$ cat config.mk
export PLATFORM = sky130hd
export DESIGN_NAME = strain_measurement_sequencing
export DESIGN_NICKNAME = d
export VERILOG_FILES = /design/src/smseq_pkg.sv /design/src/smseq_cal_timer.sv /design/src/strain_measurement_sequencing.sv
export SDC_FILE = /design/constraint.sdc
export NUM_CORES = 2
export LEC_CHECK = 0
export BUFFER_PORTS_ARGS = -buffer_cell sky130_fd_sc_hd__buf_2
export CAP_MARGIN = 20
export CORE_MARGIN = 2
export CORE_UTILIZATION = 60
export CTS_CLUSTER_SIZE = 24
export DETAILED_ROUTE_END_ITERATION = 10
export PLACE_DENSITY = 0.81
export SYNTH_ARGS = -nofsm -noshare
export SYNTH_HDL_FRONTEND = slang
export SYNTH_SLANG_ARGS = --single-unit
$ cat constraint.sdc
create_clock -name core_clk -period 79.7 [get_ports core_clk]
set_input_delay 11.955 -clock core_clk [delete_from_list [all_inputs] [get_ports core_clk]]
set_output_delay 11.955 -clock core_clk [all_outputs]
set_load 0.03 [all_outputs]
$ cat src/smseq_pkg.sv
// Package of constants and types for the strain measurement sequencer.
package smseq_pkg;

   // -----------------------------------------------------------------
   // Field widths and formats
   // -----------------------------------------------------------------
   localparam int RESULT_W = 24;
   localparam int RESULT_FRAC = 8;
   localparam int GAIN_W = 24;
   localparam int GAIN_FRAC = 16;
   localparam int TIME_W = 16;
   localparam int TEMP_W = 16;
   localparam int TEMP_FRAC = 14;
   localparam int CORR_W = 24;
   localparam logic [7:0] OPC_INIT = 8'hC0;

   // -----------------------------------------------------------------
   // Configuration positions and reset values
   // -----------------------------------------------------------------
   localparam int CFG0_CALAVG_HI = 23;
   localparam int CFG0_CALAVG_LO = 22;
   localparam int CFG0_SIMPLE = 21;
   localparam logic [3:0] CAL_DELAY_DEF = 4'h4;
   localparam logic [3:0] CAL_DELAY_OFS = 4'h3;
   localparam logic [3:0] CAL_INTERVAL_DEF = 4'h3;
   localparam logic [1:0] CAL_AVG_DEF = 2'h2;
   localparam logic [3:0] CAL_MEAS_CYC = 4'h4;
   localparam logic [2:0] ADAPT_DEF = 3'h4;

   // -----------------------------------------------------------------
   // Sequencer states
   // -----------------------------------------------------------------
   typedef enum logic [3:0] {
      SM_WAIT, SM_SWITCH_A, SM_SWITCH_B, SM_SWITCH_AB, SM_TEMP_SENSE, SM_TEMP_REF, SM_FORMAT, SM_DONE
   } smseq_state_t;

endpackage : smseq_pkg

$ cat src/smseq_cal_timer.sv
// Calibration timer of the high speed time converter unit.
module smseq_cal_timer
   import smseq_pkg::*;
(
   input wire logic core_clk,
   input wire logic rst,
   input wire logic dischargeStart,
   input wire logic [3:0] calibrationStartDelay,
   input wire logic calEnable,
   output logic calActive,
   output logic calDone
);

   logic [4:0] cnt_r, cnt_nxt;
   logic run_r, run_nxt;
   logic done_r, done_nxt;
   logic [4:0] startAt;
   logic [4:0] endAt;

   // -----------------------------------------------------------------
   // Delay counter
   // -----------------------------------------------------------------
   // delay plus three
   assign startAt = {1'b0, calibrationStartDelay} + {1'b0, CAL_DELAY_OFS};
   assign endAt = startAt + {1'b0, CAL_MEAS_CYC};

   always_comb begin
      cnt_nxt = cnt_r;
      run_nxt = run_r;
      done_nxt = 1'b0;
      if (dischargeStart && calEnable && calibrationStartDelay != 4'h0) begin
         run_nxt = 1'b1;
         cnt_nxt = 5'h01;
      end else if (run_r) begin
         cnt_nxt = cnt_r + 5'h01;
         if (cnt_nxt == endAt) begin
            run_nxt = 1'b0;
            done_nxt = 1'b1;
         end
      end
   end

   always_ff @(posedge core_clk or posedge rst) begin
      if (rst) begin
         cnt_r <= 5'h00;
         run_r <= 1'b0;
         done_r <= 1'b0;
      end else begin
         cnt_r <= cnt_nxt;
         run_r <= run_nxt;
         done_r <= done_nxt;
      end
   end

   assign calActive = run_r && cnt_r >= startAt;
   assign calDone = done_r;

endmodule : smseq_cal_timer

$ cat src/strain_measurement_sequencing.sv
// Measurement sequencer and result formatting for the strain front end.
module strain_measurement_sequencing
   import smseq_pkg::*;
(
   input wire logic core_clk,
   input wire logic rst,
   input wire logic startPulse,
   input wire logic commandStrobe,
   input wire logic [7:0] commandCode,
   input wire logic serialAccess,
   input wire logic oneShotSelect,
   input wire logic measRangeTwo,
   input wire logic tempEnable,
   input wire logic [GAIN_W-1:0] firstGainFactor,
   input wire logic [GAIN_W-1:0] secondGainFactor,
   input wire logic firstGainPolarity,
   input wire logic secondGainPolarity,
   input wire logic secondGainEnable,
   input wire logic [3:0] calibrationStartDelay,
   input wire logic [3:0] calibrationInterval,
   input wire logic [1:0] calibrationAveraging,
   input wire logic [3:0] switchCorrectionAveraging,
   input wire logic [2:0] switchCorrectionAdaptSpeed,
   input wire logic simplifiedSwitchCompensation,
   input wire logic storedCorrectionLoad,
   input wire logic [CORR_W-1:0] storedSwitchCorrectionA,
   input wire logic [CORR_W-1:0] storedSwitchCorrectionB,
   input wire logic timeValid,
   input wire logic [TIME_W-1:0] timeValue,
   output logic dischargeStart,
   output logic [2:0] dischargePath,
   output logic calActive,
   output logic [6:0] calAverageCount,
   output logic [RESULT_W-1:0] bridgeOneResult,
   output logic [RESULT_W-1:0] bridgeTwoResult,
   output logic [TEMP_W-1:0] tempRatio,
   output logic [CORR_W-1:0] switchCorrectionA,
   output logic [CORR_W-1:0] switchCorrectionB,
   output logic busy,
   output logic dataReady_n
);

   // -----------------------------------------------------------------
   // Helpers
   // -----------------------------------------------------------------
   // Signed product of a time difference and a gain, rescaled to 16.8.
   function automatic logic [RESULT_W-1:0] applyGain(input logic signed [TIME_W:0] diff,
                                                     input logic [GAIN_W-1:0] gain,
                                                     input logic neg);
      logic signed [TIME_W+GAIN_W+1:0] prod;
      logic signed [TIME_W+GAIN_W+1:0] sgn;
      prod = diff * $signed({1'b0, gain});
      sgn = neg ? -prod : prod;
      applyGain = sgn[GAIN_FRAC-RESULT_FRAC +: RESULT_W];
   endfunction : applyGain

   function automatic logic [6:0] calAvgFactor(input logic [1:0] code);
      case (code)
         2'h0: calAvgFactor = 7'h01;
         2'h1: calAvgFactor = 7'h08;
         2'h2: calAvgFactor = 7'h20;
         default: calAvgFactor = 7'h40;
      endcase
   endfunction : calAvgFactor

   // -----------------------------------------------------------------
   // Input synchronisers
   // -----------------------------------------------------------------
   logic startMeta_r, startSync_r, startOld_r;
   always_ff @(posedge core_clk or posedge rst) begin
      if (rst) begin
         startMeta_r <= 1'b0;
         startSync_r <= 1'b0;
         startOld_r <= 1'b0;
      end else begin
         startMeta_r <= startPulse;
         startSync_r <= startMeta_r;
         startOld_r <= startSync_r;
      end
   end

   logic startEdge;
   logic initCmd;
   assign startEdge = startSync_r && !startOld_r;
   assign initCmd = commandStrobe && commandCode == OPC_INIT;

   // -----------------------------------------------------------------
   // Sequencer
   // -----------------------------------------------------------------
   smseq_state_t state_r, state_nxt;
   logic autoRun_r, autoRun_nxt;
   logic [3:0] cycleCnt_r, cycleCnt_nxt;
   logic calReq_r, calReq_nxt;
   logic [TIME_W-1:0] tA_r, tA_nxt, tB_r, tB_nxt, tRef_r, tRef_nxt;
   logic [TIME_W-1:0] tAB_r, tAB_nxt, tSense_r, tSense_nxt;
   logic bridgeSel_r, bridgeSel_nxt;
   logic signed [TIME_W:0] diffOne_r, diffOne_nxt, diffTwo_r, diffTwo_nxt;
   logic [RESULT_W-1:0] res1_r, res1_nxt, res2_r, res2_nxt;
   logic [TEMP_W-1:0] temp_r, temp_nxt;
   logic [CORR_W-1:0] corrA_r, corrA_nxt, corrB_r, corrB_nxt;
   logic ready_n_r, ready_n_nxt;
   logic disStart_r, disStart_nxt;
   logic [2:0] adaptCnt_r, adaptCnt_nxt;
   logic calBusy;
   logic calDone;

   logic signed [CORR_W:0] corrStep;
   logic [3:0] avgShift;
   logic signed [TIME_W:0] rawDiff;

   always_comb begin
      state_nxt = state_r;
      autoRun_nxt = autoRun_r;
      cycleCnt_nxt = cycleCnt_r;
      calReq_nxt = calReq_r;
      tA_nxt = tA_r;
      tB_nxt = tB_r;
      tAB_nxt = tAB_r;
      tSense_nxt = tSense_r;
      tRef_nxt = tRef_r;
      bridgeSel_nxt = bridgeSel_r;
      diffOne_nxt = diffOne_r;
      diffTwo_nxt = diffTwo_r;
      res1_nxt = res1_r;
      res2_nxt = res2_r;
      temp_nxt = temp_r;
      corrA_nxt = corrA_r;
      corrB_nxt = corrB_r;
      ready_n_nxt = ready_n_r;
      disStart_nxt = 1'b0;
      adaptCnt_nxt = adaptCnt_r;
      corrStep = '0;
      avgShift = 4'h0;
      rawDiff = '0;
      if (serialAccess) begin
         ready_n_nxt = 1'b1;
      end
      if (storedCorrectionLoad) begin
         corrA_nxt = storedSwitchCorrectionA;
         corrB_nxt = storedSwitchCorrectionB;
      end
      if (calDone) begin
         calReq_nxt = 1'b0;
      end
      case (state_r)
         SM_WAIT: begin
            if ((commandStrobe && commandCode == 8'h01) || startEdge || autoRun_r) begin
               autoRun_nxt = !oneShotSelect;
               bridgeSel_nxt = 1'b0;
               disStart_nxt = 1'b1;
               state_nxt = SM_SWITCH_A;
            end
         end
         SM_SWITCH_A: begin
            if (timeValid) begin
               tA_nxt = timeValue;
               disStart_nxt = 1'b1;
               state_nxt = SM_SWITCH_B;
            end
         end
         SM_SWITCH_B: begin
            if (timeValid) begin
               tB_nxt = timeValue;
               disStart_nxt = 1'b1;
               state_nxt = SM_SWITCH_AB;
            end
         end
         SM_SWITCH_AB: begin
            if (timeValid) begin
               tAB_nxt = timeValue;
               if (simplifiedSwitchCompensation) begin
                  corrStep = $signed({1'b0, tA_r[TIME_W-1:1]}) - $signed({1'b0, timeValue});
               end else begin
                  corrStep = $signed({1'b0, tA_r}) + $signed({1'b0, tB_r}) - $signed({1'b0, timeValue, 1'b0});
               end
               avgShift = (adaptCnt_r != 3'h0) ? 4'h0 : switchCorrectionAveraging;
               if (adaptCnt_r != 3'h0) begin
                  adaptCnt_nxt = adaptCnt_r - 3'h1;
               end
               if (!bridgeSel_r) begin
                  corrA_nxt = corrA_r + CORR_W'((corrStep - $signed({1'b0, corrA_r})) >>> avgShift);
               end else begin
                  corrB_nxt = corrB_r + CORR_W'((corrStep - $signed({1'b0, corrB_r})) >>> avgShift);
               end
               rawDiff = $signed({1'b0, tA_r}) - $signed({1'b0, tB_r});
               if (!bridgeSel_r) begin
                  diffOne_nxt = rawDiff;
                  bridgeSel_nxt = 1'b1;
                  disStart_nxt = 1'b1;
                  state_nxt = SM_SWITCH_A;
               end else begin
                  diffTwo_nxt = rawDiff;
                  disStart_nxt = tempEnable;
                  state_nxt = tempEnable ? SM_TEMP_SENSE : SM_FORMAT;
               end
            end
         end
         SM_TEMP_SENSE: begin
            if (timeValid) begin
               tSense_nxt = timeValue;
               disStart_nxt = 1'b1;
               state_nxt = SM_TEMP_REF;
            end
         end
         SM_TEMP_REF: begin
            if (timeValid) begin
               tRef_nxt = timeValue;
               state_nxt = SM_FORMAT;
            end
         end
         SM_FORMAT: begin
            res1_nxt = applyGain(diffOne_r, firstGainFactor, firstGainPolarity);
            res2_nxt = secondGainEnable ? applyGain(diffTwo_r, secondGainFactor, secondGainPolarity)
                                        : applyGain(diffTwo_r, firstGainFactor, firstGainPolarity);
            if (tempEnable && tRef_r != '0) begin
               temp_nxt = TEMP_W'(({tSense_r, {TEMP_FRAC{1'b0}}}) / tRef_r);
            end
            state_nxt = SM_DONE;
         end
         SM_DONE: begin
            ready_n_nxt = 1'b0;
            if (cycleCnt_r + 4'h1 >= calibrationInterval) begin
               cycleCnt_nxt = 4'h0;
               calReq_nxt = 1'b1;
            end else begin
               cycleCnt_nxt = cycleCnt_r + 4'h1;
            end
            autoRun_nxt = autoRun_r && !oneShotSelect;
            state_nxt = SM_WAIT;
         end
         default: state_nxt = SM_WAIT;
      endcase
      if (initCmd) begin
         state_nxt = SM_WAIT;
         autoRun_nxt = 1'b0;
         ready_n_nxt = ready_n_r | serialAccess;
         corrA_nxt = '0;
         corrB_nxt = '0;
         cycleCnt_nxt = 4'h0;
         calReq_nxt = 1'b0;
         adaptCnt_nxt = switchCorrectionAdaptSpeed;
         disStart_nxt = 1'b0;
      end
   end

   always_ff @(posedge core_clk or posedge rst) begin
      if (rst) begin
         state_r <= SM_WAIT;
         autoRun_r <= 1'b0;
         cycleCnt_r <= 4'h0;
         calReq_r <= 1'b0;
         tA_r <= '0;
         tB_r <= '0;
         tAB_r <= '0;
         tSense_r <= '0;
         tRef_r <= '0;
         bridgeSel_r <= 1'b0;
         diffOne_r <= '0;
         diffTwo_r <= '0;
         res1_r <= '0;
         res2_r <= '0;
         temp_r <= '0;
         corrA_r <= '0;
         corrB_r <= '0;
         ready_n_r <= 1'b1;
         disStart_r <= 1'b0;
         adaptCnt_r <= ADAPT_DEF;
      end else begin
         state_r <= state_nxt;
         autoRun_r <= autoRun_nxt;
         cycleCnt_r <= cycleCnt_nxt;
         calReq_r <= calReq_nxt;
         tA_r <= tA_nxt;
         tB_r <= tB_nxt;
         tAB_r <= tAB_nxt;
         tSense_r <= tSense_nxt;
         tRef_r <= tRef_nxt;
         bridgeSel_r <= bridgeSel_nxt;
         diffOne_r <= diffOne_nxt;
         diffTwo_r <= diffTwo_nxt;
         res1_r <= res1_nxt;
         res2_r <= res2_nxt;
         temp_r <= temp_nxt;
         corrA_r <= corrA_nxt;
         corrB_r <= corrB_nxt;
         ready_n_r <= ready_n_nxt;
         disStart_r <= disStart_nxt;
         adaptCnt_r <= adaptCnt_nxt;
      end
   end

   // -----------------------------------------------------------------
   // Calibration
   // -----------------------------------------------------------------
   smseq_cal_timer u_cal (
      .core_clk(core_clk),
      .rst(rst),
      .dischargeStart(disStart_r),
      .calibrationStartDelay(calibrationStartDelay),
      .calEnable(measRangeTwo && calReq_r),
      .calActive(calBusy),
      .calDone(calDone)
   );

   // -----------------------------------------------------------------
   // Outputs
   // -----------------------------------------------------------------
   assign dischargeStart = disStart_r;
   assign dischargePath = (state_r == SM_SWITCH_A) ? 3'h1 : (state_r == SM_SWITCH_B) ? 3'h2 :
                          (state_r == SM_SWITCH_AB) ? 3'h3 : (state_r == SM_TEMP_SENSE) ? 3'h4 :
                          (state_r == SM_TEMP_REF) ? 3'h5 : 3'h0;
   assign calActive = calBusy;
   assign calAverageCount = calAvgFactor(calibrationAveraging);
   assign bridgeOneResult = res1_r;
   assign bridgeTwoResult = res2_r;
   assign tempRatio = temp_r;
   assign switchCorrectionA = corrA_r;
   assign switchCorrectionB = corrB_r;
   assign busy = state_r != SM_WAIT;
   assign dataReady_n = ready_n_r;

endmodule : strain_measurement_sequencing

==> metrics.csv <==
stage,metric,value,unit
clocking,CTS Root Cell,clkbuf_16,
logic_synthesis,mapped cell area,75000,um^2
job,maxcap violations,0,
logic_synthesis,Synth Area in Simple Gates,18.9,%
run_status,status,completed,
logic_synthesis,Yosys warning count,0,
die,Die H,358,um
global_routing,largest net degree at the start of global routing,146,
hold_path,worst hold-check path type,flop to flop,
critical_path,CP Data Required Time,80.19,ns
critical_path,max incr delay on CP,0.64,ns
clocking,CTS Hold Buffers Added,0,
place,Port Buffers,273,
route,post-DR wirelength/cell,20.1,um
timing,Tcrit/Tclk final,94.7,%
clocking,worst skew pair latency,0.63,ns
logic_synthesis,Synth Area in Adders,37.6,%
timing,Worst-Margin Slew,1.10,ns
route,drt via density,6.09,
clocking,clock tree buffer depth,3,
critical_path,crit-path max FO,28,
logic_synthesis,Synth Register Bits,235,
place,pre-CTS setup slack,-0.900,ns
place,dpl cell area,77800,um^2
layout,area growth from synthesis to layout,6.28,%
route,Via Count,67400,
timing,Pins Over Slew Limit,0,
route,DR iter-0 viols,5188,
layout,nets,11200,
critical_path,Slowest cell on crit path,or4_4,
logic_synthesis,"Seq/Total Area, Yosys",7.84,%
logic_synthesis,Synth Area per Inst,8.04,um^2
critical_path,"most used cell, CP",o21a_1,
critical_path,crit start category,flop,
critical_path,crit path kind,flop to flop,
die,Starting Density,60.6,%
timing,Finish-stage setup viols,0,
die,Core Region,124000,um^2
critical_path,"delay-heaviest family, CP",compound AO/OA/AOI/OAI gates,
route,TritonRoute pass-1 iters,6,
clocking,CTS buffer count,35,
die,Die Wd,358,um
timing,Fin. Hold Viols,0,
layout,design area,79700,um^2
timing,max_slew headroom,26.4,%
die,I/O pin count,277,
timing,max frequency,0.0132,GHz
global_routing,GRT Total Usage,34.7,%
timing,smallest hold slack,0.357,ns
layout,share of cells above drive strength 1,8.45,%
logic_synthesis,Synth Flop Type,dfrtp_1,
global_routing,vias in the first global route,69000,
logic_synthesis,"EDFF count, synth",0,
route,Post-DRT Antenna Nets,0,
critical_path,WP data arrival,76.00,ns
place,Post-DP HPWL,169000,um
layout,final core occ,64.4,%
logic_synthesis,async set-or-reset flop fraction in the synthesized netlist,100,%
clocking,H-tree levels,2,
timing,fin crit period,75.51,ns
timing,Layout Skew,0.0236,ns
logic_synthesis,synth unique cells,126,
logic_synthesis,complex-gate fraction of the synthesized area,17.0,%
critical_path,Buf/Inv on CP,13,
clocking,register clock-pin slew on the reported worst setup and hold paths,0.06,ns
logic_synthesis,post-synthesis mux area share,3.53,%
die,die area,128000,um^2
global_routing,grt ovf,0,
route,DRC viols,0,
critical_path,Crit. End Element,flop,
logic_synthesis,Cells after Synth,9330,
global_routing,initial antenna violation count,20,
die,row cnt,129,
logic_synthesis,largest family of logic cells by synthesized area,adder cells,
clocking,CTS tree,built,
place,global placement routability congestion,0.966,
route,total wire length,222000,um
clocking,TritonCTS Sinks,235,
timing,Final Worst Setup Slack,4.19,ns
global_routing,global-route wire length before repair,358000,um
logic_synthesis,post-synthesis xor/xnor area fraction,6.68,%
registers in the layout, indices dropped and copies added, names as in the netlist, 4 cells and up:
register / count
tA_r: 16
tSense_r: 16
switchCorrectionB: 24
bridgeTwoResult: 24
u_cal.cnt_r: 5
cycleCnt_r: 4
diffTwo_r: 17
switchCorrectionA: 24
bridgeOneResult: 24
diffOne_r: 17
tRef_r: 16
tB_r: 16
tempRatio: 16
per-layer routing:
metal	vias up	GRT usage (%)	routed length [um]
met5	-	0	27
met4	4	17.3	12300
met3	697	4.58	16800
met2	2827	58.5	105000
met1	32800	44.0	87700
li1	31000	-	-
repair_timing:
item	in CTS	in global routing
pin swaps	3	12
resized for setup	5	113
endpoints found under the setup margin	1	2
gates cloned	0	2
hold endpoints to repair	0	0
buffers inserted	6	23
stage by stage:
step	TNS [ns]	instances
after floorplan	0	9332
after global placement	0	10900
after detailed placement	-0.900	10900
after CTS	0	11000
after global routing	-0.289	11100
final	0	11100
placed cells by master, fill, tap and decap left out, types with 14 or more instances in the layout:
cell type / n
nand3_1: 95
buf_4: 132
o211a_1: 15
or3_1: 64
xnor2_1: 341
nor3_1: 131
o21a_1: 147
and3_1: 49
o21ai_1: 23
nand4_1: 57
a21oi_1: 473
nor2b_1: 53
inv_1: 1275
nor3b_1: 14
o21bai_1: 87
mux2i_1: 122
nor2_1: 447
o31ai_1: 65
o21ai_0: 421
nor4_1: 21
a31oi_1: 69
o211ai_1: 47
dfrtp_1: 231
or2_2: 35
xor2_1: 227
clkbuf_16: 35
fa_1: 910
diode_2: 19
ha_1: 796
buf_2: 275
and2_1: 471
a211oi_1: 79
a21boi_0: 23
a21o_1: 267
nand2b_1: 126
nand2_1: 1245
and4_1: 19
mux2_2: 111
synthesized netlist by cell type (14+ instances only):
| cell type | number | area, um^2 |
|---|---|---|
| o211a_1 | 15 | 150 |
| buf_1 | 20 | 75.1 |
| fa_1 | 910 | 18200 |
| nand2_1 | 1250 | 4690 |
| nor2b_1 | 53 | 332 |
| nor2_1 | 453 | 1700 |
| nand3_1 | 95 | 475 |
| nand4_1 | 57 | 357 |
| nor3_1 | 139 | 696 |
| nand2b_1 | 127 | 795 |
| mux2_2 | 111 | 1250 |
| o211ai_1 | 47 | 353 |
| or3_1 | 66 | 413 |
| a211oi_1 | 83 | 623 |
| o21a_1 | 150 | 1130 |
| mux2i_1 | 123 | 1230 |
| ha_1 | 796 | 9960 |
| nor3b_1 | 16 | 120 |
| and3_1 | 49 | 307 |
| xnor2_1 | 341 | 2990 |
| nor4_1 | 23 | 144 |
| dfrtp_1 | 233 | 5830 |
| a21boi_0 | 24 | 180 |
| and2_1 | 473 | 2960 |
| a21oi_1 | 481 | 2410 |
| o31ai_1 | 73 | 548 |
| o21ai_1 | 14 | 70.1 |
| and4_1 | 21 | 184 |
| o21bai_1 | 89 | 668 |
| o21ai_0 | 435 | 2180 |
| or2_2 | 36 | 225 |
| inv_1 | 1276 | 4790 |
| clkbuf_1 | 367 | 1380 |
| a21o_1 | 270 | 2030 |
| a31oi_1 | 71 | 444 |
| xor2_1 | 227 | 1990 |
final cells by class:
cell class	count	area, um^2
Inverter	1276	4800
Timing Repair Buffer	416	2530
Multi-Input combinational cell	7414	63200
Antenna cell	19	47.5
Clock inverter	18	226
Fill cell	10400	44100
Sequential cell	235	5890
Clock buffer	43	936
Tap cell	1637	2050
kinds of logic (layout without fill, tap and decap cells):
logic type / after synthesis / after routing
AO/OA/AOI/OAI: 1951 / 1952
XOR/XNOR: 570 / 570
adder cells (fa/ha/maj): 1706 / 1706
buffers and inverters: 1684 / 1753
flip-flops: 235 / 235
multiplexers: 247 / 247
other: 1 / 22
AND/OR/NAND/NOR: 2936 / 2936
path summary, 6_finish.rpt:
check                             from                  end  slack (ns)  depth (start not counted)
hold / removal             startMeta_r          startSync_r        0.36                          0
min in group asynchronous          rst        adaptCnt_r[0]       11.50                          2
max in group asynchronous          rst  bridgeTwoResult[11]       66.72                          3
hold reg to reg            startMeta_r          startSync_r        0.36                          0
setup / recovery            tRef_r[14]         tempRatio[0]        4.19                        351
setup reg to reg            tRef_r[14]         tempRatio[0]        4.19                        351
Power is left out: the tool's default activity adds up to more than one toggle a clock period on the data nets, which glitch-free logic cannot reach.
